<file path="config.mk">
export PLATFORM = sky130hd
export DESIGN_NAME = timer_capture_core
export DESIGN_NICKNAME = d
export VERILOG_FILES = /design/src/hdl/timer_pkg.sv /design/src/hdl/clock_prescaler.sv /design/src/hdl/input_filter.sv /design/src/hdl/timer_capture_core.sv
export SDC_FILE = /design/constraint.sdc
export NUM_CORES = 1
export LEC_CHECK = 0
export ABC_AREA = 0
export BUFFER_PORTS_ARGS = -buffer_cell sky130_fd_sc_hd__buf_2
export CORE_ASPECT_RATIO = 1.5
export CORE_MARGIN = 5
export CORE_UTILIZATION = 64
export DETAILED_ROUTE_END_ITERATION = 16
export PLACE_DENSITY = 0.87
export SYNTH_ARGS = -nofsm -noshare
export SYNTH_HDL_FRONTEND = slang
export SYNTH_HIERARCHICAL = 1
export SYNTH_SLANG_ARGS = --single-unit
</file>
<file path="constraint.sdc">
create_clock -name i_clk -period 5.2 [get_ports i_clk]
set_input_delay 1.04 -clock i_clk [delete_from_list [all_inputs] [get_ports i_clk]]
set_output_delay 1.04 -clock i_clk [all_outputs]
set_load 0.05 [all_outputs]
</file>
<file path="src/hdl/timer_pkg.sv">
// Shared constants, register map and types for the capture timer core
// Contract
// - Count source comes from the 3-bit select; 110b fast oscillator, 111b its divided clock.
// - With select 101b and pin set as input, count each external clock rising edge.
// - Buffer enable bits pair register C behind A and register D behind B.
// - Buffered capture moves old A or B into its buffer, then captures the counter.
// - Buffered compare or PWM match reloads A or B from its buffer.
// - PWM2 buffered reloads B from D on A match or trigger edge.
// - Buffer registers C and D still set their match flags in compare modes.
// - Buffered capture still sets C or D flag on each C or D pin edge.
// - Filtered inputs accept a new level only after three equal samples.
// - Output disable bits gate pin drive; low cutoff pin sets all four when enabled.
// - Outputs return to port control within one or two clocks after cutoff low.
// - Cutoff pin changes set the interrupt request flag per polarity and edge mode.
// - Capture copies the counter into A to D on the selected pin edge.
// - Register A may capture on slow oscillator divided-by-128 edges instead of its pin.
// - Counter increments; free runs, or clears to zero on capture into A or, in compare modes, on match A.
// - Run bit starts and stops counting; counter holds and stays software accessible. When stopped, a capture into A with CTRL_CLR set still clears it.
// - Capture events and counter overflow raise an interrupt request.
// - Filter sample clock: system divided by 32, by 8, undivided, or count source.
// - Edge codes: 00 rising, 01 falling, 10 both, 11 not permitted.
package timer_pkg;
   localparam int unsigned ADDR_W = 4;
   localparam int unsigned DATA_W = 16;
   // Register offsets
   localparam logic [3:0] OFS_CTRL    = 4'h0;
   localparam logic [3:0] OFS_COUNTER = 4'h1;
   localparam logic [3:0] OFS_GR_A    = 4'h2;
   localparam logic [3:0] OFS_GR_B    = 4'h3;
   localparam logic [3:0] OFS_GR_C    = 4'h4;
   localparam logic [3:0] OFS_GR_D    = 4'h5;
   localparam logic [3:0] OFS_EDGE    = 4'h6;
   localparam logic [3:0] OFS_FILTER  = 4'h7;
   localparam logic [3:0] OFS_OUTEN   = 4'h8;
   localparam logic [3:0] OFS_STATUS  = 4'h9;
   localparam logic [3:0] OFS_IRQCFG  = 4'hA;
   // Control fields
   localparam int unsigned CTRL_RUN     = 0;
   localparam int unsigned CTRL_CLR     = 1;
   localparam int unsigned CTRL_CSS_LO  = 2;
   localparam int unsigned CTRL_BFC     = 5;
   localparam int unsigned CTRL_BFD     = 6;
   localparam int unsigned CTRL_MODE_LO = 7;
   localparam int unsigned EDGE_A_SRC   = 8;
   localparam int unsigned FILT_CK_LO   = 6;
   localparam int unsigned OUTEN_CUTOFF = 7;
   localparam int unsigned STAT_OVF     = 4;
   localparam int unsigned STAT_IRQ0    = 5;
   // Reset values
   localparam logic [15:0] RST_CTRL   = 16'h0000;
   localparam logic [15:0] RST_EDGE   = 16'h0100;
   localparam logic [15:0] RST_FILTER = 16'h0000;
   localparam logic [15:0] RST_OUTEN  = 16'h000F;
   localparam logic [15:0] RST_ZERO   = 16'h0000;
   localparam logic [15:0] CNT_MAX    = 16'hFFFF;
   // Count source codes
   localparam logic [2:0] CSS_F1      = 3'h0;
   localparam logic [2:0] CSS_F2      = 3'h1;
   localparam logic [2:0] CSS_F4      = 3'h2;
   localparam logic [2:0] CSS_F8      = 3'h3;
   localparam logic [2:0] CSS_F32     = 3'h4;
   localparam logic [2:0] CSS_EXT     = 3'h5;
   localparam logic [2:0] CSS_FAST    = 3'h6;
   localparam logic [2:0] CSS_FASTDIV = 3'h7;
   // Prescaler tick indices
   localparam int unsigned PRE_F1  = 0;
   localparam int unsigned PRE_F2  = 1;
   localparam int unsigned PRE_F4  = 2;
   localparam int unsigned PRE_F8  = 3;
   localparam int unsigned PRE_F32 = 4;
   // Filter sample clock codes
   localparam logic [1:0] FCK_F32 = 2'h0;
   localparam logic [1:0] FCK_F8  = 2'h1;
   localparam logic [1:0] FCK_F1  = 2'h2;
   localparam logic [1:0] FCK_SRC = 2'h3;
   // Capture edge codes
   localparam logic [1:0] EDGE_RISE = 2'h0;
   localparam logic [1:0] EDGE_FALL = 2'h1;
   localparam logic [1:0] EDGE_BOTH = 2'h2;
   localparam logic [1:0] EDGE_NONE = 2'h3;
   // Filter depth in samples
   localparam int unsigned FILT_SAMPLES = 3;
   typedef enum logic [1:0] {MODE_CAPTURE, MODE_COMPARE, MODE_PWM, MODE_PWM2} mode_t;
endpackage

</file>
<file path="src/hdl/clock_prescaler.sv">
// Free-running divider giving one-cycle ticks at f1, f2, f4, f8 and f32
module clock_prescaler
   import timer_pkg::*;
#(
   parameter int unsigned DIV_BITS = 5
) (
   // Clock and reset
   input  wire logic       i_clk,
   input  wire logic       i_rst_n,
   // Ticks
   output logic [4:0]      o_tick
);
   logic [DIV_BITS-1:0] div_reg;

   if (DIV_BITS < 5) begin : g_chk
      $error("clock_prescaler needs DIV_BITS of at least 5");
   end

   always_ff @(posedge i_clk) begin
      if (!i_rst_n) begin
         div_reg <= '0;
      end else begin
         div_reg <= div_reg + 1'b1;
      end
   end

   assign o_tick[PRE_F1]  = 1'b1;
   assign o_tick[PRE_F2]  = div_reg[0];
   assign o_tick[PRE_F4]  = &div_reg[1:0];
   assign o_tick[PRE_F8]  = &div_reg[2:0];
   assign o_tick[PRE_F32] = &div_reg[4:0];
endmodule

</file>
<file path="src/hdl/input_filter.sv">
// Three-flop pin synchroniser with optional three-sample digital filter
module input_filter
   import timer_pkg::*;
(
   // Clock and reset
   input  wire logic i_clk,
   input  wire logic i_rst_n,
   // Pin and control
   input  wire logic i_pin,
   input  wire logic i_filt_en,
   input  wire logic i_sample,
   // Conditioned level
   output logic      o_level
);
   logic                    s1_reg;
   logic                    s2_reg;
   logic                    s3_reg;
   logic                    sync_reg;
   logic [FILT_SAMPLES-1:0] samp_reg;
   logic                    filt_reg;

   always_ff @(posedge i_clk) begin
      if (!i_rst_n) begin
         s1_reg   <= 1'b0;
         s2_reg   <= 1'b0;
         s3_reg   <= 1'b0;
         sync_reg <= 1'b0;
      end else begin
         s1_reg <= i_pin;
         s2_reg <= s1_reg;
         s3_reg <= s2_reg;
         if (s2_reg == s3_reg) begin
            sync_reg <= s3_reg;
         end
      end
   end

   always_ff @(posedge i_clk) begin
      if (!i_rst_n) begin
         samp_reg <= '0;
         filt_reg <= 1'b0;
      end else begin
         if (i_sample) begin
            samp_reg <= {samp_reg[FILT_SAMPLES-2:0], sync_reg};
         end
         if (samp_reg == {FILT_SAMPLES{1'b1}}) begin
            filt_reg <= 1'b1;
         end else if (samp_reg == '0) begin
            filt_reg <= 1'b0;
         end
      end
   end

   assign o_level = i_filt_en ? filt_reg : sync_reg;
endmodule

</file>
<file path="src/hdl/timer_capture_core.sv">
// Capture timer core: counter, general registers, buffers, filters and cutoff
module timer_capture_core
   import timer_pkg::*;
(
   // Clock and reset
   input  wire logic              i_clk,
   input  wire logic              i_rst_n,
   // Register port
   input  wire logic [ADDR_W-1:0] i_addr,
   input  wire logic [DATA_W-1:0] i_wdata,
   input  wire logic              i_wr,
   input  wire logic              i_rd,
   output logic      [DATA_W-1:0] o_rdata,
   // Capture and count pins
   input  wire logic [3:0]        i_chan_pin,
   input  wire logic              i_trigger_input_pin,
   input  wire logic              i_ext_count_clock_pin,
   input  wire logic              i_ext_clk_is_input,
   // Oscillator sources
   input  wire logic              i_fast_osc_enable,
   input  wire logic              i_fast_osc_tick,
   input  wire logic              i_fast_osc_div_tick,
   input  wire logic              i_slow_osc_div128,
   // Cutoff input, already synchronous
   input  wire logic              i_cutoff_irq_pin_n,
   // Outputs
   output logic [3:0]             o_chan_drive_en,
   output logic                   o_irq_req,
   output logic                   o_irq0_request
);
   logic [15:0] ctrl_reg;
   logic [15:0] counter_reg;
   logic [15:0] gr_reg [4];
   logic [15:0] edge_reg;
   logic [15:0] filter_reg;
   logic [3:0]  disable_reg;
   logic        cutoff_en_reg;
   logic [5:0]  status_reg;
   logic [1:0]  irqcfg_reg;
   logic [15:0] rdata_reg;
   logic [6:0]  prev_reg;
   logic        cutoff_prev_reg;
   logic        irq_reg;
   logic [4:0]  pre_tick;
   logic [6:0]  pin_vec;
   logic [6:0]  filt_en_vec;
   logic [6:0]  lvl;
   logic [6:0]  rise;
   logic [6:0]  fall;
   logic        tick_src;
   logic        count_tick;
   logic        sample;
   logic [3:0]  cap_ev;
   logic [3:0]  match;
   logic        trg_rise;
   logic        clear_ev;
   logic        ovf;
   logic        wr_cnt;
   logic        irq0_set;
   logic [15:0] rd_mux;
   mode_t       mode;
   logic        cap_mode;
   logic        bc;
   logic        bd;
   logic [2:0]  css;

   function automatic logic edge_hit(input logic [1:0] sel, input logic r, input logic f);
      unique case (sel)
         EDGE_RISE: edge_hit = r;
         EDGE_FALL: edge_hit = f;
         EDGE_BOTH: edge_hit = r | f;
         EDGE_NONE: edge_hit = 1'b0;
      endcase
   endfunction

   assign mode     = mode_t'(ctrl_reg[CTRL_MODE_LO +: 2]);
   assign cap_mode = (mode == MODE_CAPTURE);
   assign bc       = ctrl_reg[CTRL_BFC];
   assign bd       = ctrl_reg[CTRL_BFD];
   assign css      = ctrl_reg[CTRL_CSS_LO +: 3];
   assign wr_cnt   = i_wr && (i_addr == OFS_COUNTER);

   clock_prescaler #(
      .DIV_BITS (5)
   ) u_pre (
      .i_clk   (i_clk),
      .i_rst_n (i_rst_n),
      .o_tick  (pre_tick)
   );

   always_comb begin
      unique case (css)
         CSS_F1:      tick_src = pre_tick[PRE_F1];
         CSS_F2:      tick_src = pre_tick[PRE_F2];
         CSS_F4:      tick_src = pre_tick[PRE_F4];
         CSS_F8:      tick_src = pre_tick[PRE_F8];
         CSS_F32:     tick_src = pre_tick[PRE_F32];
         CSS_EXT:     tick_src = rise[5] & i_ext_clk_is_input;
         CSS_FAST:    tick_src = i_fast_osc_tick & i_fast_osc_enable;
         CSS_FASTDIV: tick_src = i_fast_osc_div_tick & i_fast_osc_enable;
      endcase
   end

   always_comb begin
      unique case (filter_reg[FILT_CK_LO +: 2])
         FCK_F32: sample = pre_tick[PRE_F32];
         FCK_F8:  sample = pre_tick[PRE_F8];
         FCK_F1:  sample = pre_tick[PRE_F1];
         FCK_SRC: sample = tick_src;
      endcase
   end

   assign count_tick  = ctrl_reg[CTRL_RUN] & tick_src;
   // Inputs 0-3 channels, 4 trigger, 5 external clock, 6 slow oscillator
   assign pin_vec     = {i_slow_osc_div128, i_ext_count_clock_pin, i_trigger_input_pin, i_chan_pin};
   assign filt_en_vec = {2'b00, filter_reg[4:0]};

   for (genvar g = 0; g < 7; g++) begin : g_in
      input_filter u_flt (
         .i_clk     (i_clk),
         .i_rst_n   (i_rst_n),
         .i_pin     (pin_vec[g]),
         .i_filt_en (filt_en_vec[g]),
         .i_sample  (sample),
         .o_level   (lvl[g])
      );
   end

   always_ff @(posedge i_clk) begin
      if (!i_rst_n) begin
         prev_reg <= '0;
      end else begin
         prev_reg <= lvl;
      end
   end

   assign rise     = lvl & ~prev_reg;
   assign fall     = ~lvl & prev_reg;
   assign trg_rise = rise[4];

   // Capture events per channel; A may use the slow oscillator instead
   always_comb begin
      cap_ev[0] = cap_mode && edge_hit(edge_reg[1:0], edge_reg[EDGE_A_SRC] ? rise[0] : rise[6],
                                       edge_reg[EDGE_A_SRC] ? fall[0] : fall[6]);
      for (int i = 1; i < 4; i++) begin
         cap_ev[i] = cap_mode && edge_hit(edge_reg[2*i +: 2], rise[i], fall[i]);
      end
   end

   always_comb begin
      for (int i = 0; i < 4; i++) begin
         match[i] = !cap_mode && count_tick && (counter_reg == gr_reg[i]);
      end
   end

   assign clear_ev = ctrl_reg[CTRL_CLR] && (cap_mode ? cap_ev[0] : match[0]);
   assign ovf      = count_tick && !clear_ev && !wr_cnt && (counter_reg == CNT_MAX);

   always_ff @(posedge i_clk) begin
      if (!i_rst_n) begin
         ctrl_reg   <= RST_CTRL;
         edge_reg   <= RST_EDGE;
         filter_reg <= RST_FILTER;
         irqcfg_reg <= 2'h0;
      end else if (i_wr) begin
         unique case (i_addr)
            OFS_CTRL:   ctrl_reg   <= i_wdata;
            OFS_EDGE:   edge_reg   <= i_wdata;
            OFS_FILTER: filter_reg <= i_wdata;
            OFS_IRQCFG: irqcfg_reg <= i_wdata[1:0];
            default:    ;
         endcase
      end
   end

   always_ff @(posedge i_clk) begin
      if (!i_rst_n) begin
         counter_reg <= RST_ZERO;
      end else if (wr_cnt) begin
         counter_reg <= i_wdata;
      end else if (clear_ev) begin
         counter_reg <= RST_ZERO;
      end else if (count_tick) begin
         counter_reg <= counter_reg + 16'h0001;
      end
   end

   // Hardware transfers override a software write in the same cycle
   always_ff @(posedge i_clk) begin
      if (!i_rst_n) begin
         for (int i = 0; i < 4; i++) begin
            gr_reg[i] <= CNT_MAX;
         end
      end else begin
         for (int i = 0; i < 4; i++) begin
            if (i_wr && (i_addr == OFS_GR_A + 4'(i))) begin
               gr_reg[i] <= i_wdata;
            end
         end
         if (cap_mode) begin
            if (cap_ev[0]) begin
               gr_reg[0] <= counter_reg;
            end
            if (cap_ev[1]) begin
               gr_reg[1] <= counter_reg;
            end
            if (bc ? cap_ev[0] : cap_ev[2]) begin
               gr_reg[2] <= bc ? gr_reg[0] : counter_reg;
            end
            if (bd ? cap_ev[1] : cap_ev[3]) begin
               gr_reg[3] <= bd ? gr_reg[1] : counter_reg;
            end
         end else if (mode == MODE_PWM2) begin
            if (bd && (match[0] || trg_rise)) begin
               gr_reg[1] <= gr_reg[3];
            end
         end else begin
            if (bc && match[0]) begin
               gr_reg[0] <= gr_reg[2];
            end
            if (bd && match[1]) begin
               gr_reg[1] <= gr_reg[3];
            end
         end
      end
   end

   // Cutoff pin edge per polarity and edge mode
   always_comb begin
      if (irqcfg_reg[1]) begin
         irq0_set = (i_cutoff_irq_pin_n != cutoff_prev_reg);
      end else if (irqcfg_reg[0]) begin
         irq0_set = i_cutoff_irq_pin_n & ~cutoff_prev_reg;
      end else begin
         irq0_set = ~i_cutoff_irq_pin_n & cutoff_prev_reg;
      end
   end

   // Set wins over a write-one clear
   always_ff @(posedge i_clk) begin
      if (!i_rst_n) begin
         status_reg      <= 6'h00;
         cutoff_prev_reg <= 1'b1;
      end else begin
         cutoff_prev_reg <= i_cutoff_irq_pin_n;
         status_reg <= (status_reg & ~((i_wr && i_addr == OFS_STATUS) ? i_wdata[5:0] : 6'h00))
                     | {irq0_set, ovf, cap_ev | match};
      end
   end

   always_ff @(posedge i_clk) begin
      if (!i_rst_n) begin
         disable_reg   <= RST_OUTEN[3:0];
         cutoff_en_reg <= RST_OUTEN[OUTEN_CUTOFF];
      end else begin
         if (i_wr && i_addr == OFS_OUTEN) begin
            disable_reg   <= i_wdata[3:0];
            cutoff_en_reg <= i_wdata[OUTEN_CUTOFF];
         end
         if (cutoff_en_reg && !i_cutoff_irq_pin_n) begin
            disable_reg <= 4'hF;
         end
      end
   end

   assign o_chan_drive_en = ~disable_reg;

   always_ff @(posedge i_clk) begin
      if (!i_rst_n) begin
         irq_reg <= 1'b0;
      end else begin
         irq_reg <= (|cap_ev) | ovf;
      end
   end

   assign o_irq_req      = irq_reg;
   assign o_irq0_request = status_reg[STAT_IRQ0];

   always_comb begin
      rd_mux = 16'h0000;
      unique case (i_addr)
         OFS_CTRL:    rd_mux = ctrl_reg;
         OFS_COUNTER: rd_mux = counter_reg;
         OFS_GR_A:    rd_mux = gr_reg[0];
         OFS_GR_B:    rd_mux = gr_reg[1];
         OFS_GR_C:    rd_mux = gr_reg[2];
         OFS_GR_D:    rd_mux = gr_reg[3];
         OFS_EDGE:    rd_mux = edge_reg;
         OFS_FILTER:  rd_mux = filter_reg;
         OFS_OUTEN:   rd_mux = {8'h00, cutoff_en_reg, 3'h7, disable_reg};
         OFS_STATUS:  rd_mux = {10'h000, status_reg};
         OFS_IRQCFG:  rd_mux = {14'h0000, irqcfg_reg};
         default:     rd_mux = 16'h0000;
      endcase
   end

   always_ff @(posedge i_clk) begin
      if (!i_rst_n) begin
         rdata_reg <= 16'h0000;
      end else if (i_rd) begin
         rdata_reg <= rd_mux;
      end else begin
         rdata_reg <= 16'h0000;
      end
   end

   assign o_rdata = rdata_reg;
endmodule

</file>
Word level (Yosys, flattened, before mapping):

Memory sizes are Yosys's and may differ from the RTL's.
Index checks and enable logic that the tools add are counted.

* output and inout bits: 22
* bits in registers: 155
* bits of input ports: 36
* memories: 1
* RAM bits: 64

Memory list
* gr_reg: words 4, bits a word 16, read ports 4, clocked after Yosys merged registers in 0, write ports 4, RTL line timer_capture_core.sv:33 `logic [15:0] gr_reg [4];`

* muxes and demuxes: 90
* reduce and logical (&&, ||, !) cells: 58
* add/subtract/negate cells: 2
* bitwise logic cells: 34
* eq/ne operators: 51

Operators with widths (number)
* 2-to-1 mux 16 bit: 16
* case mux 16 bit (11 select lines): 1
* 2-to-1 mux 1 bit: 66
* equality test 16 bit: 4
* equality test 3 bit (second input constant): 9
* logical AND 1 bit: 24
* equality test 2 bit (second input constant): 11
* case mux 1 bit (4 select lines): 5
* zero test 3 bit: 6
* adder 16 x 1 -> 16 bit (second input constant): 1
* equality test 16 bit (second input constant): 1
* equality test 4 x 3 -> 1 bit (second input constant): 4
* bitwise OR 1 bit: 16
* AND 7 bit: 2
* NOT 7 bit: 2
* equality test 4 bit (second input constant): 3
* zero test 2 bit: 6
* AND reduction 2 bit: 6
* equality test 2 x 1 -> 1 bit (second input constant): 5
* nonzero test 2 bit: 5
* equality test 4 x 2 -> 1 bit (second input constant): 2
* case mux 1 bit (8 select lines): 1
* equality test 1 bit: 7
* AND 1 bit: 6
* other kinds (20): 26

Depth between registers and ports, before layout:

Gate-level depths: netlist of run 1.

* word-level depth: 16
* mapped depth: 11
* gate-level depth less buffers: 9

Hierarchy:

The synthesis of run 1 kept the hierarchy.

Modules (own cells, without submodules)
* timer_capture_core: cells each 1097, times used 1, area each 9892.0 µm², seq. area each 3963.8 µm²
* input_filter: cells each 25, times used 7, area each 276.5 µm², seq. area each 160.2 µm²
* clock_prescaler: cells each 20, times used 1, area each 215.2 µm², seq. area each 100.1 µm²

Worst setup path before layout of run 1:

No wires, ideal clock.

* kind: input to register
* start point: input port i_ext_clk_is_input
* end point: memory gr_reg[0][0] (enable)
* arrival time: 2.982 ns
* library setup time: 0.452 ns
* stages on the path: 7
* slack: 1.766 ns
* buffers on the path: 2
* required time: 4.748 ns
* cells stage by stage: and3b_1 -> mux4_2 -> a32o_1 -> buf_2 -> nand3_1 -> clkbuf_1 -> nand4_1

RTL lines
* from (decl): RTL line timer_capture_core.sv:18 `input wire logic i_ext_clk_is_input,`
* to (decl): RTL line timer_capture_core.sv:33

==> results of run 1 <==
[critical path, delay by kind of cell, from the launching register on]
| family | cells | cell delay, ns |
|---|---|---|
| and+or+nand+nor | 3 | 1.12 |
| AOI/OAI and AO/OA | 2 | 0.64 |
| muxes | 1 | 0.53 |
| adders and majority gates | 2 | 0.42 |
| DFF | 1 | 0.33 |
| buffers and inverters | 1 | 0.32 |
[per-layer routing]
| layer | vias up | GRT usage [%] |
|---|---|---|
| met3 | 306 | 8.090 |
| met1 | 4970 | 41.51 |
| met5 | - | 0 |
| met4 | 2 | 30.56 |
| li1 | 4712 | - |
| met2 | 804 | 59.32 |
[through the flow]
step	total power [mW]	hold slack, ns	instance area [µm²]	instances
floorplan	2.089	0.4057	12050	1293
global placement	2.177	0.4104	12400	1520
finish	3.950	0.4278	13220	1560
CTS	3.932	0.4338	13220	1560
global route	4.040	0.4415	13220	1560
detailed placement	2.184	0.4154	12400	1520
[cell type report]
class,count,area (µm²)
multi-input cells,939,6336
fillers,1401,5328
flip-flops and latches,227,5185
clock buffers,32,713.2
repair buffers,85,495.5
well taps,252,315.3
clock inverters,8,110.1
inverters,17,63.81
[cells by family (layout without fill, tap and decap cells)]
family,after synthesis,after routing,share of synthesized area [%]
buffers and inverters,127,142,4.478
XOR/XNOR,66,66,4.800
adder cells (fa/ha/maj),12,12,1.247
flip-flops,227,227,43.05
AND/OR/NAND/NOR,395,395,16.06
AO/OA/AOI/OAI,348,348,19.83
other,2,3,0.06236
multiplexers,115,115,10.46
[cells in the final DEF, fill, tap and decap left out, drive strengths merged, types with 4 or more instances in the layout]
master,synthesis,layout
xor2,16,16
nor2,47,47
a21boi,8,8
o21ai,71,71
and3,8,8
a211oi,21,21
nand4,19,19
nor3,11,11
nand2b,8,8
nor4,10,10
o22a,17,17
mux2,40,40
edfxtp,64,64
dfxtp,163,163
a211o,4,4
a22o,17,17
mux2i,73,73
nand3b,5,5
a22oi,29,29
ha,12,12
inv,17,19
buf,33,85
a222oi,5,5
a2111oi,4,4
xnor2,50,50
nand2,178,178
o221ai,4,4
nor2b,29,29
nand3,26,26
clkbuf,77,32
a21oi,79,79
and2,39,39
a31oi,19,19
o211ai,18,18
o311ai,7,7
a221oi,18,18
[where the power goes]
part | total (mW) | switching, mW | leakage [nW] | internal (mW)
logic | 0.275 | 0.188 | 2.24 | 0.0868
clock network | 1.79 | 0.729 | 0.404 | 1.06
registers | 1.88 | 0.0321 | 1.79 | 1.85
[how the worst max path moves through the flow]
stage	slack, ns	endpoint
after floorplan	1.77	gr_reg[0][0]
after global placement	1.13	gr_reg[1][10]
after detailed placement	1.03	gr_reg[1][14]
after CTS	1.41	gr_reg[1][14]
after global routing	1.21	gr_reg[2][11]
final	1.32	gr_reg[1][14]
==> flow_summary.toml, run 1 <==
[run_status]
status = "finished clean"

[sta]
finalSetupViolations = 0
tightest_slew_ns = 1.303
max_freq_mhz = 257.5
fin_crit_ns = 3.883
post-route-period-util_pct = 74.68
setup_tns_ns = 0
hold_viol = 0
finalWorstSetupSlack_ns = 1.317
finalClockSkew_ns = 0.01769
rsz0062_at_grt = "false"
finalMaxSlewViolations = 0
max_slew_margin_pct = 13.06

[worst_setup_path]
path_cells = "ha_1, and3_1, ha_1, mux4_2, a32o_1, and2_1, o2111ai_4, buf_4, nand3b_1"
r2r-start = "u_pre/div_reg[0]"
r2r_slack_ns = 1.32
crit_type = "reg2reg"
crit_required_ns = 5.22
crit_slowest_cell = "nand3b_1"
critical-path-max-stage-delay_ns = 0.70
crit_top_cell = "ha_1"
timing.rr.end = "gr_reg[1][14]"
worst_setup_path_end_kind = "flip-flop"
cp.arrival_ns = 3.90
rr_worst_depth = 9
critical_path_peak_fanout = 17
critPathLaunchType = "flip-flop"
crit_start = "u_pre/div_reg[0]"

[floorplan]
design.die.area_mm2 = 0.02172
rows = 61
die_w_um = 122
fp.coreArea_mm2 = 0.01855
num_io_pins = 58
die_h_um = 178.0
floorplan.initialDensity_pct = 64.93

[detailed_routing]
wl_um = 39810
wl_per_cell_um = 25.52
route.met3.wl_um = 4215
wl_met2_um = 18130
drtPass1Iterations = 6
wl_met1_um = 13120
route.detailed.drc = 0
viasPerCell = 6.919
num_vias = 10794
postRouteAntennaNets = 0
highest_layer = "met5"
drtIter0Drc = 1388

[clock_network]
cts-htree-levels = 1
cts_tree = "built"
clockRootBuffer = "clkbuf_16"
cts_hold_buf = 0
cts_setup_buffers = 0
clk_latency_ns = 0.53
numCtsBuffers = 22
clock_sink_count = 227
cts.clk_slew.worst_paths_ns = 0.06
clockBufferDepth = 3
cts_resized = 0

[yosys]
yosysWarnings = 6
syn_inst = 1292
synth_top_area_cell = "dfxtp_1"
synth_commonest_cells = "nand2_1 (178), dfxtp_1 (163), a21oi_1 (78)"
ys_dominant_reg_cell = "dfxtp_1"
ys_types = 75
yosys.area.top_type_share_pct = 27.10
synth-seq-cells = 227
synth_seq_area_share_pct = 43.05
async_flop_share_pct = 0
synth_most_common_cell = "nand2_1"
synth.area.top_cells = "dfxtp_1 (27%), edfxtp_1 (16%), mux2i_1 (6.1%)"
syn_area_mm2 = 0.01204
synth_edf_count = 64
synth.avg_cell_area_um2 = 9.321

[grt]
grt_max_degree = 72
grt_usage_pct = 36.89
first_global_vias = 10823
overflow = 0
grt_pass1_wl_um = 61430
antenna_found_initial = 1

[place]
portBuffers = 57
hpwl_um = 26370
gp_congestion = 1.004
pre_cts_ws_ns = 1.025

[final_layout]
syn2layout_area_growth_pct = 9.766
largest_reg_flops = 64
diodes = 0
finish.utilization_pct = 71.27
finalNetCount = 1340
layout-drive-gt1-share_pct = 13.76

[power]
p_per_area_mw_per_mm2 = 298.8
leakage_nw = 4.426
ir_drop_uv = 319.4

[min_path]
worstHoldPathType = "reg2reg"
holdPathStages = 1
hold_end = "g_in[2].u_flt/s2_reg"
worstHoldStart = "g_in[2].u_flt/s1_reg"

[run]
cap_violations = 0
No activity file was read; power rests on OpenSTA's default activity.
==> run 2, diff against run 1 <==
--- a/config.mk
+++ b/config.mk
@@ -9,9 +9,9 @@
 export BUFFER_PORTS_ARGS = -buffer_cell sky130_fd_sc_hd__buf_2
 export CORE_ASPECT_RATIO = 1.5
 export CORE_MARGIN = 5
-export CORE_UTILIZATION = 64
+export CORE_UTILIZATION = 56
 export DETAILED_ROUTE_END_ITERATION = 16
-export PLACE_DENSITY = 0.87
+export PLACE_DENSITY = 0.81
 export SYNTH_ARGS = -nofsm -noshare
 export SYNTH_HDL_FRONTEND = slang
 export SYNTH_HIERARCHICAL = 1
==> constraint.sdc (replaced) <==
create_clock -name i_clk -period 3.2 [get_ports i_clk]
set_input_delay 0.64 -clock i_clk [delete_from_list [all_inputs] [get_ports i_clk]]
set_output_delay 0.64 -clock i_clk [all_outputs]
set_load 0.05 [all_outputs]
==> flow_summary.toml, run 2 (synthesis gave the netlist of run 1 again) <==
[run_status]
status = "finished clean"

[sta]
hold_viol = 0
rsz0062_at_grt = "false"
finalWorstSetupSlack_ns = 0.1917
finalSetupViolations = 0
max_freq_mhz = 332.4
finalClockSkew_ns = 0.01534
post-route-period-util_pct = 94.01
fin_crit_ns = 3.008
whs_ns = 0.3204
setup_tns_ns = 0
finalMaxSlewViolations = 0
max_slew_margin_pct = 40.57
tightest_slew_ns = 0.8914

[clock_network]
cts.clk_slew.worst_paths_ns = 0.07
clock_sink_count = 227
clockBufferDepth = 3
cts_hold_buf = 0
numCtsBuffers = 22
clockRootBuffer = "clkbuf_16"
cts_tree = "built"
cts_resized = 0
clk_latency_ns = 0.53
cts-htree-levels = 1
cts_setup_buffers = 0

[place]
portBuffers = 57
place_area_mm2 = 0.01279
pre_cts_ws_ns = 0.2759
gp_congestion = 1.038
hpwl_um = 29230

[floorplan]
rows = 65
floorplan.initialDensity_pct = 56.95
design.die.area_mm2 = 0.02460
die_w_um = 129.7
fp.coreArea_mm2 = 0.02115
die_h_um = 189.6
num_io_pins = 58

[worst_setup_path]
crit_slowest_cell = "or3_1"
rr_worst_depth = 8
path_cells = "mux2_2, ha_1, and2_1, o31ai_1, nor2_1, or3_1, nand3_1, buf_4"
cp.arrival_ns = 3.24
r2r-start = "filter_reg[2]"
cp_top_family = "simple AND/OR/NAND/NOR gates"
critPathLaunchType = "flip-flop"
critPathBufInv = 1
cp-endpoint = "gr_reg[2][6]"
worst_setup_path_end_kind = "flip-flop"
timing.critical_path.depth = 8
crit_required_ns = 3.43
critical_path_peak_fanout = 17
timing.rr.end = "gr_reg[2][6]"
r2r_slack_ns = 0.19
critical-path-max-stage-delay_ns = 0.68
crit_start = "filter_reg[2]"
crit_type = "reg2reg"

[final_layout]
fillers = 1739
post-route-cell-area_mm2 = 0.01350
syn2layout_area_growth_pct = 12.11
finalNetCount = 1384
mostFrequentLayoutCells = "nand2_1 (178), dfxtp_1 (163), a21oi_1 (78), mux2i_1 (73), buf_4 (69)"
diodes = 0
layout-drive-gt1-share_pct = 16.42
final_common_cell = "nand2_1"
finish.utilization_pct = 63.85
multi_input_area_mm2 = 0.006341
largest_reg_flops = 64
seqCellArea_mm2 = 0.005185

[detailed_routing]
route.detailed.drc = 0
wl_um = 41920
postRouteAntennaNets = 0
viasPerCell = 6.754
drtPass1Iterations = 6
wl_per_cell_um = 25.87
drtIter0Drc = 1325
num_vias = 10941

[grt]
antenna_found_initial = 0
busiest_layer = "met2"
grt_max_degree = 69
met2_usage_pct = 55.36
first_global_vias = 10614
grtUsageMet1_pct = 37.20
grt_use_met3_pct = 6.489
overflow = 0
grt_usage_pct = 33.65
grt_pass1_wl_um = 63250

[run]
cap_violations = 0

[power]
ir_drop_uv = 459.8
p_per_area_mw_per_mm2 = 454.1
leakage_nw = 4.609

[min_path]
holdPathStages = 2
worstHoldPathType = "in2reg"
==> run 2: power breakdown <==
| part | total (mW) | leakage [nW] | internal, mW | switching, mW |
|---|---|---|---|---|
| clock network | 2.60 | 0.352 | 1.44 | 1.16 |
| logic | 0.473 | 2.47 | 0.159 | 0.313 |
| registers | 3.06 | 1.79 | 3.01 | 0.0513 |
| total | 6.13 | 4.61 | 4.61 | 1.52 |
==> run 2: worst min-delay path by stage <==
stage | start | to
2_1_floorplan | g_in[0].u_flt/s1_reg | g_in[0].u_flt/s2_reg
5_1_grt | i_chan_pin[2] | g_in[2].u_flt/s1_reg
4_1_cts | i_chan_pin[0] | g_in[0].u_flt/s1_reg
3_3_place_gp | g_in[2].u_flt/s1_reg | g_in[2].u_flt/s2_reg
6_report | i_ext_count_clock_pin | g_in[5].u_flt/s1_reg
3_5_place_dp | g_in[2].u_flt/s1_reg | g_in[2].u_flt/s2_reg
==> run 2: routing by layer <==
layer	up-vias	wire length, µm	share of wire [%]
met2	713	19760	47
met5	-	0	0
met1	5163	13790	33
li1	4797	-	-
met4	0	4456	11
met3	268	3907	9.3
==> run 2: through the flow <==
step	std cells	total power [mW]
final	1620	6.131
after global routing	1620	6.303
after CTS	1620	6.129
after detailed placement	1580	3.576
after global placement	1580	3.567
after floorplan	1293	3.394
==> run 2: layout make-up <==
class	count	share of cell area [%]
clock buffer	33	4.912
clock inverter	7	0.3707
inverter	17	0.4726
multi-input combinational	939	46.97
sequential	227	38.40
tap	268	2.484
timing repair buffer	129	6.394
==> run 2: worst reg2reg max path, cell delays in order (launching register included) <==
cell and delay (ns):
dfxtp_1 0.36, mux2_2 0.36, ha_1 0.27, and2_1 0.15, o31ai_1 0.27, nor2_1 0.16
or3_1 0.68, nand3_1 0.25, buf_4 0.21
